<file path="src/wspg_regs.svh">
// Operation
// - adapter wake enabled: leave off on adapter edge into its active level
// - cover wake enabled: leave off on cover edge into its active level
// - wake cover polarity bit: 0 makes cover high active, 1 low active
// - interrupt cover polarity bit: 1 makes cover high active for flagging
// - adapter wake status set when adapter event caused the wake
// - cover wake status set when cover event caused the wake
// - button wake status set when power button caused the wake
// - thermal status set when a thermal event forces shutdown
// - each status bit reads back and clears on writing one
// - adapter flag: pin low on adapter low (polarity 0) or high (1)
// - cover flag: pin low on cover low (polarity 0) or high (1)
// - gpio flag: enabled gpio drives pin low while at its selected level
// - over-temperature flag: pin flags monitor over-temperature events
// - small converter flag: pin low on any of three over-currents
// - main converter flag: pin low on main converter over-current
// - mode 0: pin is rail-good indicator, high once all rails good
// - mode 1: pin held low 100 us after power-up, then event flag
`ifndef WSPG_REGS_SVH
`define WSPG_REGS_SVH
// ==========================================================
// register offsets and reset values
`define WSPG_ADDR_WAKE_CFG   8'h77
`define WSPG_ADDR_WAKE_STAT  8'h78
`define WSPG_ADDR_PG_CFG     8'h79
`define WSPG_WAKE_CFG_RST    4'h3
`define WSPG_WAKE_STAT_RST   4'h0
`define WSPG_PG_CFG_RST      7'h60
// ==========================================================
// field positions
`define WSPG_WC_ADAPTER      0
`define WSPG_WC_COVER        1
`define WSPG_WC_COVER_POL    2
`define WSPG_WS_ADAPTER      0
`define WSPG_WS_COVER        1
`define WSPG_WS_BUTTON       2
`define WSPG_WS_THERMAL      3
`define WSPG_PG_ADAPTER      0
`define WSPG_PG_COVER        1
`define WSPG_PG_GPIO         2
`define WSPG_PG_OVERTEMP     3
`define WSPG_PG_SMALL_OC     4
`define WSPG_PG_MAIN_OC      5
`define WSPG_PG_MODE         6
// ==========================================================
// timing
`define WSPG_CLK_PERIOD_NS   100
`define WSPG_PG_HOLD_US      100
`define WSPG_PG_HOLD_CYC     ((`WSPG_PG_HOLD_US * 1000) / `WSPG_CLK_PERIOD_NS)
`endif

</file>
<file path="src/wspg_pkg.sv">
package wspg_pkg;
	typedef enum logic [1:0]
	{
		WSPG_OFF  = 2'b00,
		WSPG_RAIL = 2'b01,
		WSPG_HOLD = 2'b10,
		WSPG_FLAG = 2'b11
	} wspg_state_type;

	// internal monitor events, all on mclk
	typedef struct packed
	{
		logic       main_oc;
		logic [2:0] small_oc;
		logic       overtemp;
	} wspg_mon_type;

	// gpio interrupt settings from the gpio block
	typedef struct packed
	{
		logic [7:0] int_en;
		logic [7:0] pol;
	} wspg_gpio_cfg_type;
endpackage

</file>
<file path="src/wspg_top.sv">
`timescale 1ns/1ps
`include "wspg_regs.svh"
module wspg_top
	import wspg_pkg::*;
(
	input  wire logic              mclk,
	input  wire logic              rst_b,
	input  wire logic [7:0]        reg_addr,
	input  wire logic              reg_wr,
	input  wire logic [7:0]        reg_wdata,
	output logic [7:0]             reg_rd_data,
	input  wire logic              adapter_present_input,
	input  wire logic              cover_switch_input,
	input  wire logic              power_button,
	input  wire logic [7:0]        gpio_pin,
	input  wire logic              adapter_polarity,
	input  wire logic              int_cover_polarity,
	input  wire wspg_gpio_cfg_type gpio_cfg,
	input  wire wspg_mon_type      mon,
	input  wire logic              thermal_shutdown,
	input  wire logic              device_off,
	input  wire logic              rails_good,
	output logic                   wake_request,
	output logic                   power_good_pin
);
	localparam logic [9:0] HOLD_LAST = 10'(`WSPG_PG_HOLD_CYC - 1);

	// ==========================================================
	// pin synchronisers
	logic [10:0] sync1;
	logic [10:0] sync2;
	logic [10:0] prev;
	logic [10:0] next_sync1;
	logic [10:0] next_sync2;
	logic [10:0] next_prev;

	always_comb
	begin
		next_sync1 = {gpio_pin, power_button, cover_switch_input, adapter_present_input};
		next_sync2 = sync1;
		next_prev  = sync2;
	end

	always_ff @(posedge mclk)
	begin
		if (!rst_b)
		begin
			sync1 <= 11'h000;
			sync2 <= 11'h000;
			prev  <= 11'h000;
		end
		else
		begin
			sync1 <= next_sync1;
			sync2 <= next_sync2;
			prev  <= next_prev;
		end
	end

	logic       adp;
	logic       cov;
	logic       btn;
	logic [7:0] gpio;
	assign adp  = sync2[0];
	assign cov  = sync2[1];
	assign btn  = sync2[2];
	assign gpio = sync2[10:3];

	// ==========================================================
	// registers
	logic [3:0] wake_source_config;
	logic [3:0] wake_cause_status;
	logic [6:0] power_good_pin_config;
	logic [3:0] next_wake_cfg;
	logic [3:0] next_wake_stat;
	logic [6:0] next_pg_cfg;
	logic [7:0] next_rd_data;
	logic       next_wake_req;

	logic adp_act;
	logic cov_act;
	logic adp_wake;
	logic cov_wake;
	logic btn_wake;
	logic any_wake;

	// polarity 0 flags adapter removal, so wake is the opposite level
	assign adp_act  = ~adapter_polarity;
	assign cov_act  = ~wake_source_config[`WSPG_WC_COVER_POL];
	assign adp_wake = wake_source_config[`WSPG_WC_ADAPTER] & (adp == adp_act)
		& (prev[0] != adp_act);
	assign cov_wake = wake_source_config[`WSPG_WC_COVER] & (cov == cov_act)
		& (prev[1] != cov_act);
	assign btn_wake = btn & ~prev[2];
	assign any_wake = device_off & (adp_wake | cov_wake | btn_wake);

	always_comb
	begin
		next_wake_cfg  = wake_source_config;
		next_wake_stat = wake_cause_status;
		next_pg_cfg    = power_good_pin_config;
		if (reg_wr)
		begin
			case (reg_addr)
				`WSPG_ADDR_WAKE_CFG:  next_wake_cfg = reg_wdata[3:0];
				`WSPG_ADDR_WAKE_STAT: next_wake_stat = wake_cause_status & ~reg_wdata[3:0];
				`WSPG_ADDR_PG_CFG:    next_pg_cfg = reg_wdata[6:0];
				default:              next_wake_cfg = wake_source_config;
			endcase
		end
		// set wins over a clear in the same cycle
		if (any_wake & adp_wake)
			next_wake_stat[`WSPG_WS_ADAPTER] = 1'b1;
		if (any_wake & cov_wake)
			next_wake_stat[`WSPG_WS_COVER] = 1'b1;
		if (any_wake & btn_wake)
			next_wake_stat[`WSPG_WS_BUTTON] = 1'b1;
		if (thermal_shutdown)
			next_wake_stat[`WSPG_WS_THERMAL] = 1'b1;
		case (reg_addr)
			`WSPG_ADDR_WAKE_CFG:  next_rd_data = {4'h0, wake_source_config};
			`WSPG_ADDR_WAKE_STAT: next_rd_data = {4'h0, wake_cause_status};
			`WSPG_ADDR_PG_CFG:    next_rd_data = {1'b0, power_good_pin_config};
			default:              next_rd_data = 8'h00;
		endcase
		next_wake_req = any_wake;
	end

	always_ff @(posedge mclk)
	begin
		if (!rst_b)
		begin
			wake_source_config    <= `WSPG_WAKE_CFG_RST;
			wake_cause_status     <= `WSPG_WAKE_STAT_RST;
			power_good_pin_config <= `WSPG_PG_CFG_RST;
			reg_rd_data           <= 8'h00;
			wake_request          <= 1'b0;
		end
		else
		begin
			wake_source_config    <= next_wake_cfg;
			wake_cause_status     <= next_wake_stat;
			power_good_pin_config <= next_pg_cfg;
			reg_rd_data           <= next_rd_data;
			wake_request          <= next_wake_req;
		end
	end

	// ==========================================================
	// event flag sources
	logic [5:0] evt;
	logic       any_evt;

	always_comb
	begin
		evt[0] = (adp == adapter_polarity);
		evt[1] = (cov == int_cover_polarity);
		evt[2] = |(gpio_cfg.int_en & ~(gpio ^ gpio_cfg.pol));
		evt[3] = mon.overtemp;
		evt[4] = |mon.small_oc;
		evt[5] = mon.main_oc;
	end
	assign any_evt = |(evt & power_good_pin_config[5:0]);

	// ==========================================================
	// power-good pin sequencing
	wspg_state_type state;
	wspg_state_type next_state;
	logic [9:0]     hold_cnt;
	logic [9:0]     next_hold_cnt;
	logic           next_pg;

	always_comb
	begin
		next_state    = state;
		next_hold_cnt = 10'h000;
		next_pg       = 1'b0;
		case (state)
			WSPG_OFF:
			begin
				if (!device_off)
					next_state = power_good_pin_config[`WSPG_PG_MODE] ? WSPG_HOLD : WSPG_RAIL;
			end
			WSPG_RAIL:
			begin
				next_pg = rails_good;
				if (device_off)
					next_state = WSPG_OFF;
			end
			WSPG_HOLD:
			begin
				next_hold_cnt = hold_cnt + 10'h001;
				if (device_off)
					next_state = WSPG_OFF;
				else if (hold_cnt == HOLD_LAST)
					next_state = WSPG_FLAG;
			end
			WSPG_FLAG:
			begin
				// mode bit is no longer looked at here
				next_pg = ~any_evt;
				if (device_off)
					next_state = WSPG_OFF;
			end
			default:
				next_state = WSPG_OFF;
		endcase
	end

	always_ff @(posedge mclk)
	begin
		if (!rst_b)
		begin
			state          <= WSPG_OFF;
			hold_cnt       <= 10'h000;
			power_good_pin <= 1'b0;
		end
		else
		begin
			state          <= next_state;
			hold_cnt       <= next_hold_cnt;
			power_good_pin <= next_pg;
		end
	end
endmodule

</file>
<file path="config.mk">
export PLATFORM = sky130hd
export DESIGN_NAME = wspg_top
export DESIGN_NICKNAME = d
export VERILOG_FILES = /design/src/wspg_pkg.sv /design/src/wspg_top.sv
export VERILOG_INCLUDE_DIRS = /design/src /design/src/src
export SDC_FILE = /design/constraint.sdc
export NUM_CORES = 1
export LEC_CHECK = 0
export ABC_AREA = 0
export BUFFER_PORTS_ARGS = -buffer_cell sky130_fd_sc_hd__buf_2
export CORE_ASPECT_RATIO = 1.1
export CORE_UTILIZATION = 58
export CTS_BUF_LIST = sky130_fd_sc_hd__clkbuf_4
export CTS_CLUSTER_SIZE = 20
export DETAILED_ROUTE_END_ITERATION = 12
export GPL_ROUTABILITY_DRIVEN = 0
export GPL_TIMING_DRIVEN = 0
export PLACE_DENSITY = 0.87
export SKIP_LAST_GASP = 1
export SYNTH_ARGS = -nofsm -noshare
export SYNTH_HDL_FRONTEND = slang
export SYNTH_SLANG_ARGS = --single-unit
</file>
<file path="constraint.sdc">
create_clock -name mclk -period 2.3 [get_ports mclk]
set_input_delay 0.115 -clock mclk [delete_from_list [all_inputs] [get_ports mclk]]
set_output_delay 0.115 -clock mclk [all_outputs]
set_load 0.01 [all_outputs]
</file>
==> results of run 1 <==
==> routing by layer <==
metal,vias up,global-route usage
met5,-,0
met1,931,0.2836
met4,0,0.1370
met3,14,0.05132
li1,986,-
met2,35,0.4361
==> cell families after synthesis <==
family	count (synthesis)	synth area share
AOI/OAI and AO/OA	32	0.09762
adders and majority gates	1	0.005276
muxes	11	0.04644
other	1	0.001582
xor gates and xnor gates	16	0.05911
and+or+nand+nor	97	0.2491
DFF	61	0.5150
buffers and inverters	13	0.02585
==> path summary, 6_finish.rpt <==
path,start,endpoint,slack (ns)
setup / recovery,hold_cnt[0]$_SDFF_PN0_,hold_cnt[8]$_SDFF_PN0_,1.08
hold / removal,reg_wdata[3],wake_source_config[3]$_SDFFE_PN0P_,0.03
setup reg to reg,hold_cnt[0]$_SDFF_PN0_,hold_cnt[8]$_SDFF_PN0_,1.08
hold reg to reg,next_sync2[0]$_SDFF_PN0_,next_prev[0]$_SDFF_PN0_,0.44
==> critical path: cells and delay by family (launching register included) <==
family	cells	cell delay, ns
simple gates	3	0.39
flops	1	0.37
fa+ha+maj	1	0.20
xor+xnor	1	0.15
==> stage by stage <==
step                hold slack [ns]  area [µm²]
floorplan                    0.1911        2371
global placement             0.3193        2751
detailed placement           0.3247        2751
CTS                         0.01925        3074
global route                0.03362        3074
finish                      0.02733        3074
==> report_power, final <==
group          internal, W  leakage (nW)  switching (W)
sequential         0.00108         0.498      0.0000109
combinational    0.0000946         0.761      0.0000679
clock             0.000443        0.0852       0.000365
total              0.00162          1.34       0.000444
==> area by class of cell <==
cell class | instances | area, µm² | area share
buffer | 8 | 42.54 | 0.01384
inverter | 5 | 18.77 | 0.006105
clock buffer | 10 | 75.07 | 0.02442
tap | 52 | 65.06 | 0.02116
sequential | 61 | 1221 | 0.3972
clock inverter | 6 | 77.57 | 0.02523
multi-input combinational | 158 | 1089 | 0.3541
timing repair buffer | 80 | 485.5 | 0.1579
==> cell usage in the layout (no fill, tap or decap), types with 2 or more instances in the layout <==
cell	synthesis	routed
mux2i_1	11	11
clkbuf_1	4	4
and3_1	4	4
xnor2_1	13	13
buf_4	3	3
and4b_1	4	4
o21ai_0	3	3
inv_1	5	5
buf_2	1	64
nor3b_1	2	2
nand4_1	3	3
a21boi_0	3	3
a21oi_1	5	5
nand2_1	13	13
a22o_1	5	5
and2_1	26	26
clkbuf_4	0	10
clkinv_2	0	2
xor2_1	3	3
bufinv_16	0	2
nand2b_1	2	2
nand3_1	7	7
o211ai_1	2	2
dlygate4sd3_1	0	17
nor3_1	5	5
a22oi_1	8	8
nor2_1	14	14
clkinv_1	0	2
dfxtp_1	61	61
nor2b_1	9	9
==> state kept, by name (all words and copies together), names as in the netlist <==
signal and count:
power_good_pin_config 7, reg_rd_data 7, prev 3, state 2, next_prev 11, next_sync2 11, wake_cause_status 4, hold_cnt 10
wake_source_config 4, power_good_pin 1, wake_request 1
==> run_results.csv, run 1 <==
group,metric,value,unit
detailed_routing,vias,1966,
detailed_routing,drt-total-wl,4.893,mm
timing,rsz0062_at_grt,"no",
timing,min_period_over_period,0.5322,
clock_network,cts_resized,0,
floorplanning,core,0.003934,mm²
synth,synth_ff_type,"dfxtp_1",
synth,synth-seq-cells,61,
detailed_routing,top_layer_used,"met4",
synth,syn-cell-area,0.002371,mm²
timing,maxSlewViolCount,0,
detailed_routing,wl_met1,2.042,mm
clock_network,clock_sinks,61,
clock_network,path_clk_slew,0.10,ns
pwr,finalPower,0.002063,W
floorplanning,pin_count,66,
clock_network,clock_latency,0.39,ns
critical_path,cp_cell_sequence,"ha_1 -> nand2_1 -> nor3_1 -> xnor2_1 -> nor2_1",
timing,setup_ws,1.076,ns
detailed_routing,drc_errors,0,
synth,ys_seq_area_frac,0.5150,
floorplanning,die-area,0.004348,mm²
final_layout,drive_above_1_share,0.2622,
global_routing,grt_first_pass_wirelength,8.335,mm
floorplanning,die_y,69.06,µm
detailed_routing,antenna_left,0,
clock_network,h-tree-depth,3,
pwr,p_leak,1.344,nW
timing,fmax,817.0,MHz
global_routing,antenna_found_initial,0,
final_layout,stdcell_count,380,
global_routing,grt_max_degree,11,
detailed_routing,routed-wl-met3,135,µm
final_layout,fillerInstances,276,
global_routing,grt_use_total,0.2513,
global_routing,grt_pass1_vias,1924,
synth,syn_inst,232,
floorplanning,placementRows,24,
pwr,p_per_area,671.0,mW/mm²
clock_network,cts_root_buffer,"clkbuf_4",
critical_path,critPathSlowestCell,"dfxtp_1",
synth,synth_edf_count,0,
hold_path,hold_class,"in2reg",
floorplanning,start_util,0.6027,
final_layout,areaGrowthSynthToFinish,29.66,%
hold_path,holdPathStages,3,
synth,synth_fp_nets,289,
critical_path,start_kind,"flop",
critical_path,critPathMaxFanout,3,
critical_path,path_class,"reg2reg",
status,outcome,"finished, final reports clean",
detailed_routing,wl_per_cell,12.88,µm
critical_path,required,2.58,ns
final_layout,fin_nets,380,
critical_path,end_kind,"flop",
clock_network,cts_tree,"built",
flow_run,cap_violations,0,
global_routing,grt_overflow,0,
synth,synthArstFlopShare,0,
clock_network,numCtsBuffers,9,
synth,syn_avg_cell_area,10.22,µm²
pwr,vdd_drop_max,0.4925,mV
detailed_routing,first_pass_iters,4,
detailed_routing,vias_per_cell,5.174,
synth,yosysMostFrequentCell,"dfxtp_1",
synth,synth.distinct_cells,41,
synth,yosys.area.top_type,"dfxtp_1",
clock_network,postCtsSetupBuffers,0,
timing,period_minus_slack,1.224,ns
final_layout,utilization,0.7815,
placement,place_hpwl,3.504,mm
timing,skew,0.01545,ns
critical_path,cpPeakStageDelay,0.37,ns
placement,place_ws,1.029,ns
synth,yosys_warnings,0,
floorplanning,die_w,62.96,µm
synth,ys_top_cells_by_count,"61 x dfxtp_1, 26 x and2_1, 14 x nor2_1",
synth,synthTopCellsByArea,"dfxtp_1 52%, and2_1 6.9%, xnor2_1 4.8%",
timing,finalSetupViolCount,0,
synth,synth_top_area_frac,0.5150,
clock_network,ctsLongestPathBuffers,2,
placement,port_buffers,63,
placement,dp.cells,347,
clock_network,hold_buffers,17,
timing,fin_setup_tns,0,ns
critical_path,rr_worst_depth,5,
detailed_routing,route.met2.wl,2.576,mm
timing,hold_viol,0,
final_layout,num_antenna_cells,0,
detailed_routing,drt_iter0_drc,102,
critical_path,arrival,1.50,ns
Power figures use the tool's default switching activity.
==> inputs of run 2 (changes only) <==
CORE_UTILIZATION = 48   (was 58)
PLACE_DENSITY = 0.77   (was 0.87)
clock period = 1.01 ns   (was 2.3 ns; I/O delays follow)
==> run 2 against run 1 <==
The run now ends with setup timing left. Worst hold slack worse by 0.015 ns. Non-clock buffer count up 13. Maximum frequency up 7.2%. Routed wire length up 5.8%. Power up 130%. Count of clock-buffer cells in the layout up 1. Clock skew down 0.0024 ns. Critical endpoint is now hold_cnt[5]$_SDFF_PN0_. Highest routed layer unchanged.
==> run_results.csv, run 2 (synthesized netlist as in run 1, its figures left out) <==
group,metric,value,unit
timing,hold_viol,0,
clock_network,ctsLongestPathBuffers,2,
detailed_routing,vias,1984,
detailed_routing,drc_errors,0,
clock_network,clock_sinks,61,
placement,port_buffers,63,
timing,finalSetupViolCount,10,
detailed_routing,wl_per_cell,13.04,µm
detailed_routing,first_pass_iters,4,
pwr,p_per_area,1431,mW/mm²
floorplanning,die-area,0.005225,mm²
flow_run,cap_violations,0,
floorplanning,start_util,0.5061,
global_routing,grt_first_pass_wirelength,8.197,mm
status,outcome,"finished, violations left",
detailed_routing,drt-total-wl,5.177,mm
timing,period_minus_slack,1.142,ns
final_layout,fin_nets,393,
timing,fin_setup_tns,-0.5855,ns
critical_path,critPathMaxFanout,5,
timing,maxSlewViolCount,0,
critical_path,start_kind,"flop",
global_routing,grt_max_degree,11,
critical_path,arrival,1.47,ns
global_routing,grt_use_total,0.2089,
timing,fmax,875.9,MHz
global_routing,antenna_found_initial,0,
pwr,vdd_drop_max,1.034,mV
timing,min_period_over_period,1.130,
pwr,p_leak,1.502,nW
final_layout,mostFrequentLayoutCells,"64 x buf_2, 49 x dfxtp_1, 25 x and2_1, 24 x dlygate4sd3_1, 14 x nor2_1",
floorplanning,core,0.004684,mm²
timing,rsz0062_at_grt,"yes",
timing,hold_slack,0.01250,ns
critical_path,end_kind,"flop",
final_layout,drive_above_1_share,0.3490,
clock_network,path_clk_slew,0.10,ns
floorplanning,die_y,75.71,µm
clock_network,h-tree-depth,3,
floorplanning,die_w,69.01,µm
critical_path,path_class,"reg2reg",
global_routing,grt_overflow,0,
final_layout,areaGrowthSynthToFinish,41.27,%
status,violations,"setup timing",
final_layout,fin_area,0.003349,mm²
final_layout,utilization,0.7150,
clock_network,cts_root_buffer,"clkbuf_4",
final_layout,stdcell_count,397,
detailed_routing,vias_per_cell,4.997,
floorplanning,pin_count,66,
critical_path,required,1.34,ns
detailed_routing,antenna_left,0,
placement,dp.cells,351,
placement,place_hpwl,3.344,mm
final_layout,num_antenna_cells,0,
clock_network,clock_latency,0.40,ns
global_routing,grt_pass1_vias,1874,
floorplanning,placementRows,26,
detailed_routing,drt_iter0_drc,56,
placement,dpl-instance-area,0.002794,mm²
clock_network,numCtsBuffers,9,
final_layout,final_common_cell,"buf_2",
timing,skew,0.01309,ns
clock_network,cts_tree,"built",
timing,setup_ws,-0.1317,ns
hold_path,hold_class,"in2reg",
## run 2: cell types whose count changed in the layout (fill, tap and decap cells not counted), moves of 3 or more
| cell | delta |
|---|---|
| nor3_1 | -4 |
| buf_4 | +5 |
| dfxtp_4 | +4 |
| dlygate4sd3_1 | +7 |
| dfxtp_2 | +8 |
| nor3_4 | +3 |
| dfxtp_1 | -12 |
| nand2_1 | -3 |
## run 2: final cells by class
class / count / area [µm²]
plain buffers: 8 / 46.29
repair buffers: 93 / 600.6
well taps: 56 / 70.07
clock buffers: 11 / 82.58
fillers: 371 / 1335
flip-flops and latches: 61 / 1246
inverters: 5 / 18.77
multi-input cells: 158 / 1210
clock inverters: 5 / 75.07
## run 2: what timing repair did
action	in CTS	in global routing
resized for setup	23	7
pin swaps	14	11
hold endpoints to repair	30	0
cloned	0	0
setup endpoints to repair	9	10
setup buffers	3	3
hold buffers	24	0
## run 2: path summary, 6_finish.rpt
path | start | endpoint | slack (ns) | depth (start not counted)
max | hold_cnt[1]$_SDFF_PN0_ | hold_cnt[5]$_SDFF_PN0_ | -0.13 | 4
min | gpio_cfg[15] | power_good_pin$_SDFF_PN0_ | 0.01 | 4
max reg2reg | hold_cnt[1]$_SDFF_PN0_ | hold_cnt[5]$_SDFF_PN0_ | -0.13 | 4
min reg2reg | next_sync2[7]$_SDFF_PN0_ | next_prev[7]$_SDFF_PN0_ | 0.43 | 1
## run 2: through the flow
step           setup WS [ns]  power [W]
2_1_floorplan       -0.01548   0.002695
5_1_grt              -0.1669   0.004983
4_1_cts             -0.05973   0.004806
6_report             -0.1317   0.004795
3_3_place_gp         -0.1579   0.002854
3_5_place_dp         -0.1731   0.002863
## run 2: metal layers
| layer | up-vias | wire [µm] | track usage |
|---|---|---|---|
| met5 | - | 0 | 0 |
| met4 | 0 | 127 | 0.1202 |
| met3 | 17 | 217 | 0.05820 |
| met2 | 41 | 2716 | 0.3732 |
| met1 | 912 | 2116 | 0.2282 |
| li1 | 1014 | - | - |
## run 2: critical path, cell delays in order (launching register included)
cell     delay (ns)
dfxtp_4        0.37
buf_4          0.12
nand3_4        0.12
or3_1          0.32
a21oi_1        0.14
## run 2: power breakdown
part	switching, W	total (W)	internal [W]
clock network	0.000858	0.00190	0.00104
registers	0.0000260	0.00248	0.00245
logic	0.000168	0.000412	0.000244
==> inputs of run 3 (changes only) <==
CORE_ASPECT_RATIO = 0.8   (was 1.1)
==> run 3 against run 2 <==
The run still ends with setup timing left. Count of clock-buffer cells in the layout shrank 1. Combinational power shrank 5.3%. Final cell count shrank 1.0%. Via count shrank 0.30%. Sequential share of layout area grew 1.1 points. Non-clock buffer count shrank 8. Die area is essentially flat. Critical endpoint is now power_good_pin$_SDFF_PN0_.
==> run_results.csv, run 3 (synthesized netlist as in run 1, its figures left out) <==
group,metric,value,unit
clock_network,clock_sinks,61,
floorplanning,die_y,64.86,µm
placement,port_buffers,63,
final_layout,stdcell_count,393,
final_layout,fin_nets,385,
timing,skew,0.01506,ns
final_layout,ff_latch_area,0.001244,mm²
clock_network,cts_tree,"built",
critical_path,cpPeakStageDelay,0.32,ns
timing,rsz0062_at_grt,"yes",
floorplanning,start_util,0.5067,
pwr,p_sw,0.001019,W
floorplanning,die-area,0.005226,mm²
critical_path,crit_path_start,"next_prev[9]$_SDFF_PN0_",
critical_path,rr_worst_depth,4,
floorplanning,die_w,80.58,µm
timing,maxSlewViolCount,0,
pwr,p_per_area,1451,mW/mm²
critical_path,start_kind,"flop",
flow_run,cap_violations,0,
final_layout,fillerInstances,373,
pwr,pwr-share-seq,0.526,
pwr,power_frac_clock,0.391,
clock_network,path_clk_slew,0.09,ns
final_layout,utilization,0.6930,
clock_network,numCtsBuffers,9,
pwr,p_sw_frac,0.2164,
pwr,finalPower,0.004707,W
final_layout,drive_above_1_share,0.3273,
detailed_routing,drc_errors,0,
timing,min_period_over_period,1.112,
critical_path,arrival,1.44,ns
critical_path,r2r-end,"power_good_pin$_SDFF_PN0_",
global_routing,grt_use_total,0.2187,
detailed_routing,vias,1978,
status,outcome,"finished, violations left",
clock_network,h-tree-depth,3,
timing,hold_viol,0,
global_routing,grt_max_degree,11,
timing,period_minus_slack,1.123,ns
detailed_routing,drt-total-wl,5.062,mm
floorplanning,core,0.004679,mm²
status,violations,"setup timing",
critical_path,end_kind,"flop",
clock_network,cts_root_buffer,"clkbuf_4",
critical_path,required,1.33,ns
detailed_routing,antenna_left,0,
detailed_routing,drt_iter0_drc,54,
critical_path,r2r_slack,-0.11,ns
critical_path,cpLargestDelayFamily,"compound AO/OA/AOI/OAI gates",
global_routing,grt_first_pass_wirelength,8.376,mm
placement,place_hpwl,3.463,mm
timing,setup_ws,-0.1127,ns
critical_path,crit-reg2reg-launch,"next_prev[9]$_SDFF_PN0_",
timing,finalSetupViolCount,7,
global_routing,grt_pass1_vias,1864,
critical_path,path_class,"reg2reg",
final_layout,final_common_cell,"buf_2",
critical_path,critPathMaxFanout,1,
floorplanning,pin_count,66,
pwr,p_leak,1.395,nW
clock_network,clock_latency,0.40,ns
critical_path,endpoint,"power_good_pin$_SDFF_PN0_",
critical_path,critical_path_depth,4,
final_layout,areaGrowthSynthToFinish,36.78,%
floorplanning,placementRows,22,
pwr,vdd_drop_max,0.9612,mV
timing,hold_slack,0.02775,ns
hold_path,hold_class,"in2reg",
clock_network,ctsLongestPathBuffers,2,
final_layout,multi_input_area,0.001176,mm²
global_routing,grt_overflow,0,
placement,dp.cells,355,
final_layout,num_antenna_cells,0,
pwr,p_int,0.003688,W
detailed_routing,vias_per_cell,5.033,
critical_path,critPathSlowestCell,"dfxtp_1",
detailed_routing,first_pass_iters,4,
global_routing,antenna_found_initial,0,
pwr,comb_power_share,0.083,
detailed_routing,wl_per_cell,12.88,µm
critical_path,cp_cell_sequence,"xnor2_1 -> a22oi_1 -> nand4_1 -> a211oi_2",
critical_path,critPathBufInv,0,
final_layout,mostFrequentLayoutCells,"64 x buf_2, 53 x dfxtp_1, 25 x and2_1, 20 x dlygate4sd3_1, 14 x nor2_1",
timing,fmax,890.7,MHz
==> run 3: power by group through the flow <==
stage / clock (W) / combinational [W] / sequential [W]
2_1_floorplan: 0 / 0.000157 / 0.00254
3_3_place_gp: 0 / 0.000313 / 0.00254
3_5_place_dp: 0 / 0.000321 / 0.00254
4_1_cts: 0.00188 / 0.000384 / 0.00248
5_1_grt: 0.00203 / 0.000427 / 0.00248
6_report: 0.00184 / 0.000390 / 0.00248
==> run 3: worst register-to-register path, cell delays in order (launching register included) <==
cell,delay (ns)
dfxtp_1,0.32
xnor2_1,0.12
a22oi_1,0.23
nand4_1,0.17
a211oi_2,0.20
==> run 3: layout make-up <==
class	instances	share of cell area
Clock inverter	6	0.02392
Buffer	8	0.01427
Inverter	5	0.005787
Sequential cell	61	0.3835
Tap cell	60	0.02315
Clock buffer	10	0.02315
Multi-Input combinational cell	158	0.3627
Timing Repair Buffer	85	0.1636
==> run 3: how the worst min path moves through the flow <==
stage,from,to,slack [ns],depth (start not counted)
6_report,gpio_cfg[9],power_good_pin$_SDFF_PN0_,0.03,4
4_1_cts,gpio_cfg[9],power_good_pin$_SDFF_PN0_,0.001,4
2_1_floorplan,device_off,state[0]$_SDFFE_PN0P_,0.13,1
3_3_place_gp,power_button,next_sync2[2]$_SDFF_PN0_,0.26,2
5_1_grt,gpio_cfg[8],power_good_pin$_SDFF_PN0_,0.03,4
3_5_place_dp,cover_switch_input,next_sync2[1]$_SDFF_PN0_,0.26,2
==> run 3: what timing repair did <==
action,CTS,global route
buffers inserted,2,0
pin swaps,7,4
endpoints found under the hold margin,29,0
gates resized for setup,13,9
hold buffers,20,0
setup endpoints to repair,12,14
==> run 3: per-stage QoR <==
step	TNS [ns]	worst slack, ns	area (µm²)
global route	-0.9150	-0.1724	3243
floorplan	-0.02505	-0.01548	2409
global placement	-2.436	-0.1491	2799
detailed placement	-2.997	-0.1597	2799
finish	-0.4201	-0.1127	3243
CTS	-0.4568	-0.09253	3206
==> run 3: layer usage <==
layer	GRT usage	vias up	wire, µm
li1	-	993	-
met1	0.2478	943	2192
met2	0.3729	33	2593
met3	0.09437	9	213
met4	0.06027	0	62
met5	0	-	0
